[src/hdl/dmd_map.svh]
// What this block does
// - Prescaler divides its input by 5 or 6 as its modulus controls select.
// - Prescale control counter counts only with both enables low; low load presets it.
// - Control counter counts down from preset; upper bits nonzero keep divide by 6.
// - At count 1 zero-detect goes high, stops counter, selects divide by 5.
// - Divide by 5 holds until the next load pulse restarts the sequence.
// - Main down counter is always enabled, counting down each prescaler tick.
// - Main counter gives an active-low terminal-count pulse at count zero.
// - Terminal count loads both counters and feeds the reclock flop.
// - Detector has two flops with data low; reference and divider clock them.
// - Each rising clock edge drives that detector flop's true output low.
// - Both detector outputs low makes the reset NOR high, resetting both flops.
// - Divider fast gives wide low divider pulses, narrow reference pulses.
// - Divider slow gives wide high reference pulses, narrow divider pulses.
// - In lock reference and divider pulses are equal, each one clock wide.
// - Fast-lock enable goes low above +18 V or below +1.6 V, else high.
`ifndef DMD_MAP_SVH
`define DMD_MAP_SVH

`define DMD_MOD_LOW      3'h5
`define DMD_MOD_HIGH     3'h6
`define DMD_PRES_RST     3'h0
`define DMD_CNT_RST      4'h0
`define DMD_FAST_HI_MV   16'h4650
`define DMD_FAST_LO_MV   16'h0640
`define DMD_REF_FREQ_MHZ 1

`endif

[src/hdl/dmd_pkg.sv]
package dmd_pkg;
  typedef logic [3:0] dmd_cnt_t;
  typedef logic [2:0] dmd_pres_t;
  typedef enum logic {DMD_DIV6, DMD_DIV5} dmd_mod_e;
endpackage

[src/hdl/dmd_pfd_if.sv]
`timescale 1ns/1ps
`default_nettype none
interface dmd_pfd_if;
  logic refEdge;
  logic divEdge;
  logic refQ;
  logic divQ;
  logic resetNor;
  modport ctrl (output refEdge, output divEdge,
                input refQ, input divQ, input resetNor);
  modport pfd  (input refEdge, input divEdge,
                output refQ, output divQ, output resetNor);
endinterface
`default_nettype wire

[src/hdl/dmd_top.sv]
`timescale 1ns/1ps
`default_nettype none
`include "dmd_map.svh"
module dmd_top
  import dmd_pkg::*;
#(
  parameter int CNT_W = 4
)
(
  input  wire logic        clock,
  input  wire logic        sys_rst,
  input  wire logic        vcoTick,
  input  wire logic        refClk,
  input  wire logic [3:0]  mainPreset,
  input  wire logic [3:0]  prescalePreset,
  input  wire logic [15:0] loopAmpMv,
  output logic             presOut,
  output logic             terminalCountPulse_n,
  output logic             divOut,
  output logic             modulusCtrlA,
  output logic             modulusCtrlB,
  output logic             pumpUp,
  output logic             pumpDown_n,
  output logic             fastLockEn_n
);
  // Counter type and zero detect are fixed at four bits
  if (CNT_W != 4)
  begin : gBadWidth
    $error("dmd_top supports only 4-bit counters");
  end

  // One counter step; load wins over count, held when disabled
  function automatic dmd_cnt_t cntStep(input dmd_cnt_t cnt,
                                       input dmd_cnt_t preset,
                                       input logic     load_n,
                                       input logic     en_n);
    if (!load_n)
      cntStep = preset;
    else if (!en_n)
      cntStep = cnt - 4'h1;
    else
      cntStep = cnt;
  endfunction

  dmd_pres_t presCnt_q;
  dmd_pres_t presCnt_d;
  logic      presOut_q;
  logic      presOut_d;
  dmd_cnt_t  psCnt_q;
  dmd_cnt_t  psCnt_d;
  dmd_cnt_t  mainCnt_q;
  dmd_cnt_t  mainCnt_d;
  logic      reclock_q;
  logic      reclock_d;
  logic      refPrev_q;
  logic      refPrev_d;
  logic      divPrev_q;
  logic      divPrev_d;
  logic      fastLock_q;
  logic      fastLock_d;
  logic      presTick;
  logic      zeroDetect;
  logic      tcPulse_n;
  dmd_mod_e  mode;
  dmd_pres_t modulus;

  dmd_pfd_if pfdBus ();

  dmd_pfd u_pfd (
    .clock   (clock),
    .sys_rst (sys_rst),
    .pfdBus  (pfdBus.pfd)
  );

  // Enables of the control counter are both the zero-detect output
  assign zeroDetect   = ~(psCnt_q[3] | psCnt_q[2] | psCnt_q[1]);
  assign modulusCtrlA = zeroDetect;
  assign modulusCtrlB = zeroDetect;
  assign mode         = (modulusCtrlA || modulusCtrlB) ? DMD_DIV5 : DMD_DIV6;
  assign modulus      = (mode == DMD_DIV5) ? `DMD_MOD_LOW
                                           : `DMD_MOD_HIGH;
  assign presTick     = vcoTick && (presCnt_q == modulus - 3'h1);
  assign tcPulse_n    = (mainCnt_q != `DMD_CNT_RST);

  always_comb
  begin
    presCnt_d = presCnt_q;
    presOut_d = presTick;
    if (vcoTick)
    begin
      if (presTick)
        presCnt_d = `DMD_PRES_RST;
      else
        presCnt_d = presCnt_q + 3'h1;
    end
  end

  // Counters and reclock flop all move on the prescaler output tick
  always_comb
  begin
    psCnt_d   = psCnt_q;
    mainCnt_d = mainCnt_q;
    reclock_d = reclock_q;
    if (presTick)
    begin
      psCnt_d   = cntStep(psCnt_q, prescalePreset,
                          tcPulse_n, zeroDetect);
      mainCnt_d = cntStep(mainCnt_q, mainPreset,
                          tcPulse_n, 1'b0);
      reclock_d = tcPulse_n;
    end
  end

  // Presets are sampled only at load; mid-cycle changes are not guarded
  // Edges are seen in the clock they arrive; only their spacing matters to the detector
  always_comb
  begin
    refPrev_d    = refClk;
    divPrev_d    = reclock_q;
    pfdBus.refEdge = refClk && !refPrev_q;
    pfdBus.divEdge = reclock_q && !divPrev_q;
  end

  // Strict limits: the threshold values themselves count as in range
  always_comb
  begin
    fastLock_d = 1'b1;
    if (loopAmpMv > `DMD_FAST_HI_MV || loopAmpMv < `DMD_FAST_LO_MV)
      fastLock_d = 1'b0;
  end

  always_ff @(posedge clock)
  begin
    if (sys_rst)
    begin
      presCnt_q  <= `DMD_PRES_RST;
      presOut_q  <= 1'b0;
      psCnt_q    <= `DMD_CNT_RST;
      mainCnt_q  <= `DMD_CNT_RST;
      reclock_q  <= 1'b0;
      refPrev_q  <= 1'b0;
      divPrev_q  <= 1'b0;
      fastLock_q <= 1'b1;
    end
    else
    begin
      presCnt_q  <= presCnt_d;
      presOut_q  <= presOut_d;
      psCnt_q    <= psCnt_d;
      mainCnt_q  <= mainCnt_d;
      reclock_q  <= reclock_d;
      refPrev_q  <= refPrev_d;
      divPrev_q  <= divPrev_d;
      fastLock_q <= fastLock_d;
    end
  end

  assign presOut              = presOut_q;
  assign terminalCountPulse_n = tcPulse_n;
  assign divOut               = reclock_q;
  assign pumpUp               = ~pfdBus.refQ;
  assign pumpDown_n           = pfdBus.divQ;
  assign fastLockEn_n         = fastLock_q;

  AST_PRES_RANGE: assert property (
    @(posedge clock) disable iff (sys_rst)
    presCnt_q < `DMD_MOD_HIGH)
    else $error("prescaler count out of range");
  AST_PRES_WRAP: assert property (
    @(posedge clock) disable iff (sys_rst)
    presTick |=> presOut_q && presCnt_q == `DMD_PRES_RST)
    else $error("prescaler did not wrap on its output tick");
  AST_DIV6_WHILE_UPPER: assert property (
    @(posedge clock) disable iff (sys_rst)
    (|psCnt_q[3:1]) |-> (modulus == `DMD_MOD_HIGH && !modulusCtrlA))
    else $error("divide by 6 not selected");
  AST_DIV5_AT_ONE: assert property (
    @(posedge clock) disable iff (sys_rst)
    presTick && tcPulse_n && psCnt_q == 4'h2
      |=> zeroDetect && modulus == `DMD_MOD_LOW)
    else $error("divide by 5 not selected at count 1");
  AST_ZERO_HOLDS: assert property (
    @(posedge clock) disable iff (sys_rst)
    zeroDetect && !(presTick && !tcPulse_n) |=> $stable(psCnt_q))
    else $error("control counter moved while disabled");
  AST_DIV5_PERSIST: assert property (
    @(posedge clock) disable iff (sys_rst)
    zeroDetect && !(presTick && !tcPulse_n)
      |=> zeroDetect && modulus == `DMD_MOD_LOW)
    else $error("divide by 5 dropped before load");
  AST_LOAD_RESTART: assert property (
    @(posedge clock) disable iff (sys_rst)
    presTick && !tcPulse_n && prescalePreset[3:1] != 3'h0
      |=> !zeroDetect && modulus == `DMD_MOD_HIGH)
    else $error("load did not restart divide by 6");
  AST_CTRL_COUNTS: assert property (
    @(posedge clock) disable iff (sys_rst)
    presTick && tcPulse_n && !zeroDetect
      |=> psCnt_q == $past(psCnt_q) - 4'h1)
    else $error("control counter did not count");
  AST_MAIN_COUNTS: assert property (
    @(posedge clock) disable iff (sys_rst)
    presTick && tcPulse_n |=> mainCnt_q == $past(mainCnt_q) - 4'h1)
    else $error("main counter did not count");
  AST_TC_AT_ZERO: assert property (
    @(posedge clock) disable iff (sys_rst)
    presTick && tcPulse_n && mainCnt_q == 4'h1 |=> !terminalCountPulse_n)
    else $error("terminal count missing at zero");
  AST_TC_ONE_PERIOD: assert property (
    @(posedge clock) disable iff (sys_rst)
    presTick && !tcPulse_n && mainPreset != 4'h0 |=> terminalCountPulse_n)
    else $error("terminal count outlived its load");
  AST_LOAD_BOTH: assert property (
    @(posedge clock) disable iff (sys_rst)
    presTick && !tcPulse_n |=> mainCnt_q == $past(mainPreset)
      && psCnt_q == $past(prescalePreset) && !divOut)
    else $error("load did not preset both counters");
  AST_RECLOCK: assert property (
    @(posedge clock) disable iff (sys_rst)
    presTick |=> divOut == $past(tcPulse_n))
    else $error("reclock flop missed the terminal count");
  AST_FAST_LOCK: assert property (
    @(posedge clock) disable iff (sys_rst)
    (loopAmpMv > `DMD_FAST_HI_MV || loopAmpMv < `DMD_FAST_LO_MV)
      |=> !fastLockEn_n)
    else $error("fast lock not enabled out of range");
  AST_FAST_IDLE: assert property (
    @(posedge clock) disable iff (sys_rst)
    (loopAmpMv <= `DMD_FAST_HI_MV && loopAmpMv >= `DMD_FAST_LO_MV)
      |=> fastLockEn_n)
    else $error("fast lock enabled in range");
endmodule
`default_nettype wire

[src/hdl/dmd_pfd.sv]
`timescale 1ns/1ps
`default_nettype none
module dmd_pfd
  import dmd_pkg::*;
(
  input  wire logic clock,
  input  wire logic sys_rst,
  dmd_pfd_if.pfd    pfdBus
);
  logic refQ_q;
  logic refQ_d;
  logic divQ_q;
  logic divQ_d;

  assign pfdBus.refQ     = refQ_q;
  assign pfdBus.divQ     = divQ_q;
  assign pfdBus.resetNor = ~(refQ_q | divQ_q);

  // Reset from the NOR wins over a coincident edge, as a direct clear would
  always_comb
  begin
    refQ_d = refQ_q;
    divQ_d = divQ_q;
    if (pfdBus.resetNor)
    begin
      refQ_d = 1'b1;
      divQ_d = 1'b1;
    end
    else
    begin
      if (pfdBus.refEdge)
        refQ_d = 1'b0;
      if (pfdBus.divEdge)
        divQ_d = 1'b0;
    end
  end

  // Pulse widths follow edge spacing
  always_ff @(posedge clock)
  begin
    if (sys_rst)
    begin
      refQ_q <= 1'b1;
      divQ_q <= 1'b1;
    end
    else
    begin
      refQ_q <= refQ_d;
      divQ_q <= divQ_d;
    end
  end

  AST_REF_EDGE_LOW: assert property (
    @(posedge clock) disable iff (sys_rst)
    pfdBus.refEdge && refQ_q |=> !refQ_q)
    else $error("reference flop did not go low");
  AST_NOR_RESETS: assert property (
    @(posedge clock) disable iff (sys_rst)
    (!refQ_q && !divQ_q) |=> (refQ_q && divQ_q))
    else $error("detector flops not reset by NOR");
  AST_DIV_EDGE_LOW: assert property (
    @(posedge clock) disable iff (sys_rst)
    pfdBus.divEdge && divQ_q |=> !divQ_q)
    else $error("divider flop did not go low");
  AST_DIV_NARROW: assert property (
    @(posedge clock) disable iff (sys_rst)
    pfdBus.divEdge && divQ_q && !refQ_q |=> !divQ_q ##1 (divQ_q && refQ_q))
    else $error("divider pulse not narrow while reference leads");
endmodule
`default_nettype wire

[config.mk]
export PLATFORM = sky130hd
export DESIGN_NAME = dmd_top
export DESIGN_NICKNAME = d
export VERILOG_FILES = /design/src/hdl/dmd_pkg.sv /design/src/hdl/dmd_pfd_if.sv /design/src/hdl/dmd_top.sv /design/src/hdl/dmd_pfd.sv
export VERILOG_INCLUDE_DIRS = /design/src /design/src/hdl
export SDC_FILE = /design/constraint.sdc
export NUM_CORES = 1
export LEC_CHECK = 0
export ABC_AREA = 1
export BUFFER_PORTS_ARGS = -buffer_cell sky130_fd_sc_hd__buf_2
export CORE_MARGIN = 2
export CORE_UTILIZATION = 30
export DETAILED_ROUTE_END_ITERATION = 10
export GPL_ROUTABILITY_DRIVEN = 0
export GPL_TIMING_DRIVEN = 0
export PLACE_DENSITY = 0.56
export SLEW_MARGIN = 30
export SYNTH_ARGS = -nofsm -noshare
export SYNTH_HDL_FRONTEND = slang
export SYNTH_SLANG_ARGS = --single-unit
[constraint.sdc]
create_clock -name clock -period 1.93 [get_ports clock]
set_input_delay 0.386 -clock clock [delete_from_list [all_inputs] [get_ports clock]]
set_output_delay 0.386 -clock clock [all_outputs]
set_load 0.02 [all_outputs]
# After elaboration in Yosys (flattened, before gate mapping)
# Cells that the tools add are included.
[op_classes]
n_bitwise = 6
n_reduce_logical = 9
n_addsub = 4
magnitude_cmp = 2
muxes = 6
eq_ne = 2
[op_table]
columns = ["cell", "n"]
rows = [
  ["$gt A16 B15 Y1 const B", 1],
  ["$lt A16 B11 Y1 const B", 1],
  ["$mux W4", 3],
  ["$sub A4 B1 Y4 const B", 2],
  ["$reduce_bool A4 Y1", 1],
  ["$add A3 B1 Y3 const B", 1],
  ["$eq A3 B3 Y1", 1],
  ["$logic_and A1 B1 Y1", 3],
  ["$mux W3", 1],
  ["$not A1 Y1", 3],
  ["$or A1 B1 Y1", 3],
  ["$sub A3 B1 Y3 const B", 1],
  ["$logic_not A1 Y1", 2],
  ["$mux W2", 1],
  ["$ne A2 B1 Y1 const B", 1],
  ["$reduce_and A2 Y1", 1],
  ["$reduce_or A2 Y1", 1],
  ["$logic_or A1 B1 Y1", 1],
  ["$mux W1", 1],
]
[totals]
register_bits = 18
in_bits = 28
wordCells = 39
output_inout_bits = 8

# Longest topological paths before layout
# Gate-level depths: netlist of run 1.
[logic_depth]
word_depth = 7
depth_mapped = 11
mapped_depth_nobuf = 10

# By module
# From an unflattened synthesis of run 1, not the netlist that was laid out.
[hier_totals]
hier_cells = 169
area_unflattened_um2 = 1094.8
[by_module_without_submodules]
columns = ["module", "area_per_inst_um2", "cells_per_inst", "instances", "seq_area_each_um2"]
rows = [
  ["dmd_top", 1008.5, 156, 1, 320.3],
  ["dmd_pfd", 86.3, 13, 1, 40.0],
]

# Worst setup path after synthesis of run 1
# No wires, ideal clock.
[synth_path]
path_type = "reg-to-reg"
from = "reg mainCnt_q[0]"
to = "reg psCnt_q[2]"
n_path_buf = 0
setup_ns = 0.113
slack_ns = 0.558
synth_period_minus_slack_ns = 1.372
stages_incl_launch_ff = 11
required_time_ns = 1.817
t_arrival_ns = 1.259
cell_sequence = "dfxtp_1 inv_1 ha_1 nand2_4 inv_1 nor2_1 inv_1 nand2_2 nand2_1 nand2_1 nor2_1"
[synth_via]
elab_chain_len = 3
word_cells_on_any_way = 4
classes_between = "eq/ne: 1; mux: 1; reduce/logical: 2"
[synth_rtl]
columns = ["item", "line_no", "source"]
rows = [
  ["start: declaration", "dmd_top.sv:51", "dmd_cnt_t mainCnt_q;"],
  ["start signal: assignment", "dmd_top.sv:139", "mainCnt_q <= `DMD_CNT_RST;"],
  ["start signal: assignment", "dmd_top.sv:150", "mainCnt_q <= mainCnt_d;"],
  ["$reduce_bool A4 Y1 (no line) *", "--", ""],
  ["via terminalCountPulse_n", "dmd_top.sv:18", "output logic terminalCountPulse_n,"],
  ["$ne A2 B1 Y1 (no line)", "--", ""],
  ["$reduce_and A2 Y1 (no line)", "--", ""],
  ["end signal: assignment", "dmd_top.sv:138", "psCnt_q <= `DMD_CNT_RST;"],
  ["end signal: assignment", "dmd_top.sv:149", "psCnt_q <= psCnt_d;"],
  ["end: declaration", "dmd_top.sv:49", "dmd_cnt_t psCnt_q;"],
]
# The timed path passes the listed nets; every way through them passes the cells marked *.
# A chain may end at the register's enable or synchronous reset.

# Worst setup path in the final report of run 1
[layout_path]
from = "reg mainCnt_q[0]"
to = "out terminalCountPulse_n"
[layout_via]
elab_chain_len = 1
[layout_rtl]
columns = ["item", "line_no"]
rows = [
  ["$reduce_bool A4 Y1 (no line)", "--"],
  ["end: declaration", "dmd_top.sv:18"],
]
# No other way between the ends.

==> results.md, run 1 <==
- Clock Tree Buf Depth: 2
- Max-cap violations: 0
- Fin crit period: 1640 ps
- Clk_lat worst skew: 300 ps
- Post-synth ARST share: 0
- Number of synthesized register bits: 18
- Number of enable flip-flop cells after synthesis: 0
- Die W: 63.4 um
- DRT antenna net count: 0
- Worst hold path type: primary input to register
- Die ar.: around 0.004 mm^2
- Crit Path Category: register to output pin
- Clock slew at reported path FFs: 120 ps
- Hpwl dp: 1.64 mm
- Synthesized cell area: 0.00106 mm^2
- Post-CTS resize count: 0
- CTS root buffer: clkbuf_4
- Synthesis Warnings: 0
- CP required: 1540 ps
- Nets@finish: 231
- Vias: roughly 1000
- Residual DRC: 0
- RSZ-0062 raised after global routing: false
- First DRT Iteration DRCs: 30
- Commonest non-fill, non-tap cells in the layout: 43 x nand2_1, 35 x buf_2, 24 x nor2_1, 22 x inv_1, 18 x dfxtp_1
- Final period utilization: 0.849
- Least-Margin Pin Slew: 259 ps
- IO buf count: 34
- Net count after synthesis: roughly 190
- Avg WL per Cell: 8.42 um
- Status: complete, no violations
- Worst Setup End Kind: output pin
- Total GRT Usage: 0.110
- Setup Skew: between 9 and 10 ps
- Critical path peak fanout: 8
- First-pass GRT wire length: 3.59 mm
- Vias in the first global route: 919
- P per Cell Area: 552 mW/mm^2
- Synth-to-Final Area Change: 24.9%
- Antenna diodes: 0
- DRT Pass-1 Iters: 2
- Leakage power: 0.000642 uW
- Synthesized netlist cell count: about 160
- Max Clk Rate: roughly 0.6 GHz
- Sequential share of the synthesized area: 0.340
- CTS Buf Count: 3
- Die Span Y: 63.4 um
- Grt ovf: 0
- CP arrival: 1250 ps
- Final TNS setup: 0 ps
- TritonCTS clock tree: done
- Startpoint types: register
- WHS: 316 ps
- # hold bufs at CTS: 0
- Share of layout cells above drive strength 1: 0.276
- Syn avg cell area: 6.57 um^2
- Via/cell ratio: 4.16
- Clk sinks: 18
- Setup bufs post-CTS: 0
- Final slew viol count: 0
- Initial antenna violation count: 0
- Cell variety after synth: 23
- Final hold viol count: 0
- VDD IR max: 181 uV
- Core area: 0.00336 mm^2
- Routed wire length: 2.06 mm
- Core Rows: 21
- Io pins: 36
- Initial core utilization: 0.315
- Count of final setup violators: 0
- Most common cell after layout, fill and taps aside: nand2_1
- Largest net degree at the start of global routing: 11
- # H-tree levels: 1
- Slew headroom: 0.827
- Main flop type after synthesis: dfxtp_1
## kinds of logic (layout without fill, tap and decap cells)
kind of cell    count (synthesis)  in the layout  share of synthesized area
buf+inv                        26             64                      0.104
fa+ha+maj                       3              3                     0.0355
simple gates                   92             92                      0.407
xor+xnor                        1              1                    0.00828
compound gates                 21             21                      0.105
flops                          18             18                      0.340
## critical path, stage by stage (launching register included)
cell     delay (ps)
dfxtp_1         340
inv_1            60
ha_1            250
nand2_4         120
buf_2           170
## flip-flops by register name (all words and copies together), names as in the netlist
| register | flops |
|---|---|
| u_pfd.pfdBus.divQ | 1 |
| presOut | 1 |
| presCnt_q | 3 |
| fastLockEn_n | 1 |
| u_pfd.pfdBus.refQ | 1 |
| divOut | 1 |
| psCnt_q | 4 |
| refPrev_q | 1 |
| divPrev_q | 1 |
| mainCnt_q | 4 |
## power by group
group	total (uW)	switching [uW]	leakage, uW	internal (uW)
Clock	241	126	0.0000210	115
Sequential	387	6.42	0.000146	381
Combinational	102	56.1	0.000475	45.8
Total	730	189	0.000642	542
## area by class of cell
cell class / count / area [um^2]
clock buffers: 4 / 36.3
inverters: 23 / 86.3
well taps: 46 / 57.6
fillers: 390 / 2040
plain buffers: 3 / 23.8
flip-flops and latches: 18 / 360
multi-input cells: 117 / 588
repair buffers: 34 / 170
## worst paths after layout
| path | startpoint | endpoint | slack [ps] | cells past startpoint |
|---|---|---|---|---|
| max | mainCnt_q[0] | terminalCountPulse_n | 290 | 4 |
| min | refClk | refPrev_q | 320 | 3 |
| min reg2reg | divPrev_q | u_pfd.pfdBus.divQ | 460 | 2 |
| max reg2reg | mainCnt_q[0] | psCnt_q[2] | 480 | 10 |
## metal layers
layer / up-vias / wire length (um) / GRT usage
met4: 0 / 23 / 0.0489
met5: - / 0 / 0
met2: 30 / 885 / 0.178
li1: 579 / - / -
met3: 2 / 131 / 0.0232
met1: 409 / 1020 / 0.140
## stage by stage
step	power [uW]	util	instance area (um^2)	cells	setup slack, ps
global placement	499	0.382	1290	241	506
global route	768	0.393	1320	245	218
finish	730	0.393	1320	245	291
CTS	741	0.393	1320	245	273
floorplan	456	-	1060	161	558
detailed placement	499	0.382	1290	241	507
## Yosys cell counts, types with 2 or more instances
master   number  share of area
o21ai_0      10          0.047
nand2_2       4          0.024
inv_1        22          0.078
ha_1          3          0.035
dfxtp_1      18           0.34
nand3_1       9          0.043
nor2_1       24          0.085
nor3_1        2         0.0095
nor2_2        2          0.012
nand2_1      43           0.15
a21oi_1       9          0.043
nor2_4        4          0.043
Note: power is estimated with default switching activity, not from simulation.
==> run 2, diff against run 1 <==
Clock period 1.93 ns to 1.6 ns, I/O delays scaled along.
==> run 2 against run 1 <==
  * Routed wire length did not move
  * Non-clock buffer count unchanged
  * First-iteration DRC count stayed put
  * Register-to-register slack got worse by 280 ps
  * Global-route usage stayed put
  * Utilization increased by 0.19 points
  * Clock skew stayed put
  * Total power grew 21%
  * Sequential power up 21%
  * Sequential share of layout area is essentially flat
  * Largest power group unchanged
  * Highest routed layer unchanged
==> results.md, run 2 (synthesis gave the netlist of run 1 again) <==
- Avg WL per Cell: 8.42 um (unchanged)
- Routed wire length: 2.06 mm (unchanged)
- Crit Path Category: register to output pin (unchanged)
- Grt ovf: 0 (unchanged)
- Nets@finish: 231 (unchanged)
- # H-tree levels: 1 (unchanged)
- Leakage power: 0.000642 uW (about the same)
- CP required: 1280 ps (was 1540 ps)
- Die ar.: 0.00402 mm^2 (unchanged)
- Antenna diodes: 0 (unchanged)
- VDD IR max: 219 uV (was 181 uV)
- WHS: 250 ps (was 316 ps)
- TritonCTS clock tree: done (unchanged)
- CTS Buf Count: 3 (unchanged)
- Share of layout cells above drive strength 1: 0.286 (was 0.276)
- Biggest regs: mainCnt_q: 4 flops, psCnt_q: 4 flops, presCnt_q: 3 flops (unchanged)
- Worst Setup End Kind: output pin (unchanged)
- Fin crit period: roughly 1500 ps
- Die Span Y: 63.4 um (unchanged)
- Net switching power: 227 uW (was 189 uW)
- Vias: 1020 (unchanged)
- DRT antenna net count: 0 (unchanged)
- Least-Margin Pin Slew: 259 ps (unchanged)
- Core Rows: 21 (unchanged)
- Final slew viol count: 0 (unchanged)
- Synth-to-Final Area Change: 25.5% (was 24.9%)
- Reg power frac: 0.530 (was 0.531)
- Pint: 654 uW (was 542 uW)
- IO buf count: 34 (unchanged)
- Clk_lat worst skew: 300 ps (about the same)
- Setup Skew: 9.83 ps (unchanged)
- Final TNS setup: 0 ps (unchanged)
- Power share of the clock group: 0.330 (about the same)
- P per Cell Area: 663 mW/mm^2 (was 552 mW/mm^2)
- RSZ-0062 raised after global routing: false (unchanged)
- CTS root buffer: clkbuf_4 (unchanged)
- Vias in the first global route: 919 (unchanged)
- DRT Pass-1 Iters: 2 (unchanged)
- Most common cell after layout, fill and taps aside: nand2_1 (unchanged)
- Via/cell ratio: 4.16 (unchanged)
- Residual DRC: 0 (unchanged)
- Initial core utilization: 0.315 (unchanged)
- # hold bufs at CTS: 0 (unchanged)
- Clk sinks: 18 (unchanged)
- Final hold viol count: 0 (unchanged)
- Slew headroom: 0.827 (unchanged)
- Setup bufs post-CTS: 0 (unchanged)
- Critical path peak fanout: 4 (was 8)
- Clock slew at reported path FFs: 120 ps (about the same)
- Hpwl dp: 1.64 mm (unchanged)
- Final period utilization: 0.949
- CP arrival: 1200 ps (was 1250 ps)
- Max Clk Rate: around 0.66 GHz
- First-pass GRT wire length: 3.59 mm (unchanged)
- Initial antenna violation count: 0 (unchanged)
- Commonest non-fill, non-tap cells in the layout: 43 x nand2_1, 34 x buf_2, 24 x nor2_1, 22 x inv_1, 17 x dfxtp_1 (was 43 x nand2_1, 35 x buf_2, 24 x nor2_1, 22 x inv_1, 18 x dfxtp_1)
- Startpoint types: register (unchanged)
- Core area: 0.00336 mm^2 (unchanged)
- Switching share of power: 0.258 (about the same)
- Max-cap violations: 0 (unchanged)
- Io pins: 36 (unchanged)
- Die W: 63.4 um (unchanged)
- Clock Tree Buf Depth: 2 (unchanged)
- Total GRT Usage: 0.110 (unchanged)
- Share of total power in combinational logic: 0.140 (about the same)
- Largest net degree at the start of global routing: 11 (unchanged)
- First DRT Iteration DRCs: 30 (unchanged)
- Status: complete, no violations (unchanged)
- Worst hold path type: primary input to register (unchanged)
- Count of final setup violators: 0 (unchanged)
[run 2: cell count changes in the layout (fill, tap and decap cells not counted)]
cell	previous run	this run
ha_2	0	1
dfxtp_2	0	1
buf_2	35	34
dfxtp_1	18	17
buf_4	1	2
ha_1	3	2
[run 2: per-layer routing]
layer	wire, um	global-route usage
met1	1020	0.140
met2	886	0.178
met3	130	0.0232
met4	23	0.0489
met5	0	0
[run 2: path summary, 6_finish.rpt]
path / startpoint / to / slack (ps) / cells past startpoint
hold / removal: refClk / refPrev_q / 250 / 3
hold reg to reg: divPrev_q / u_pfd.pfdBus.divQ / 460 / 2
setup / recovery: psCnt_q[2] / modulusCtrlB / 80 / 5
setup reg to reg: mainCnt_q[0] / psCnt_q[2] / 200 / 10
[run 2: per-stage QoR]
step | instance area (um^2) | power (uW) | utilization | std cells | worst slack (ps)
floorplan | 1060 | 550 | - | 161 | 228
global placement | 1290 | 602 | 0.382 | 241 | 176
detailed placement | 1290 | 602 | 0.382 | 241 | 177
CTS | 1320 | 894 | 0.393 | 245 | 9.37
global route | 1330 | 927 | 0.395 | 245 | 17.0
finish | 1330 | 881 | 0.395 | 245 | 81.5
[run 2: final cells by class]
class | instances | area [um^2]
Fill cell | 388 | 2030
Multi-Input combinational cell | 117 | 591
Sequential cell | 18 | 362
Timing Repair Buffer | 34 | 173
Inverter | 23 | 86.3
Tap cell | 46 | 57.6
Clock buffer | 4 | 36.3
Buffer | 3 | 23.8
[run 2: power groups by stage]
| stage | clock (uW) | sequential (uW) | combinational (uW) |
|---|---|---|---|
| final | 291 | 467 | 123 |
| after global routing | 314 | 469 | 144 |
| after CTS | 302 | 468 | 125 |
| after detailed placement | 0 | 478 | 124 |
| after global placement | 0 | 478 | 124 |
| after floorplan | 0 | 479 | 70.4 |
[run 2: timing repair]
item                                   CTS  global route
resized for setup                        0             3
setup endpoints to repair                0             3
endpoints found under the hold margin    0             0
[run 2: critical path, cell delays in order (launching register included)]
cell     delay, ps
dfxtp_1        370
nor2_4         130
nand2_2         80
inv_1           70
buf_4          100
buf_2          140
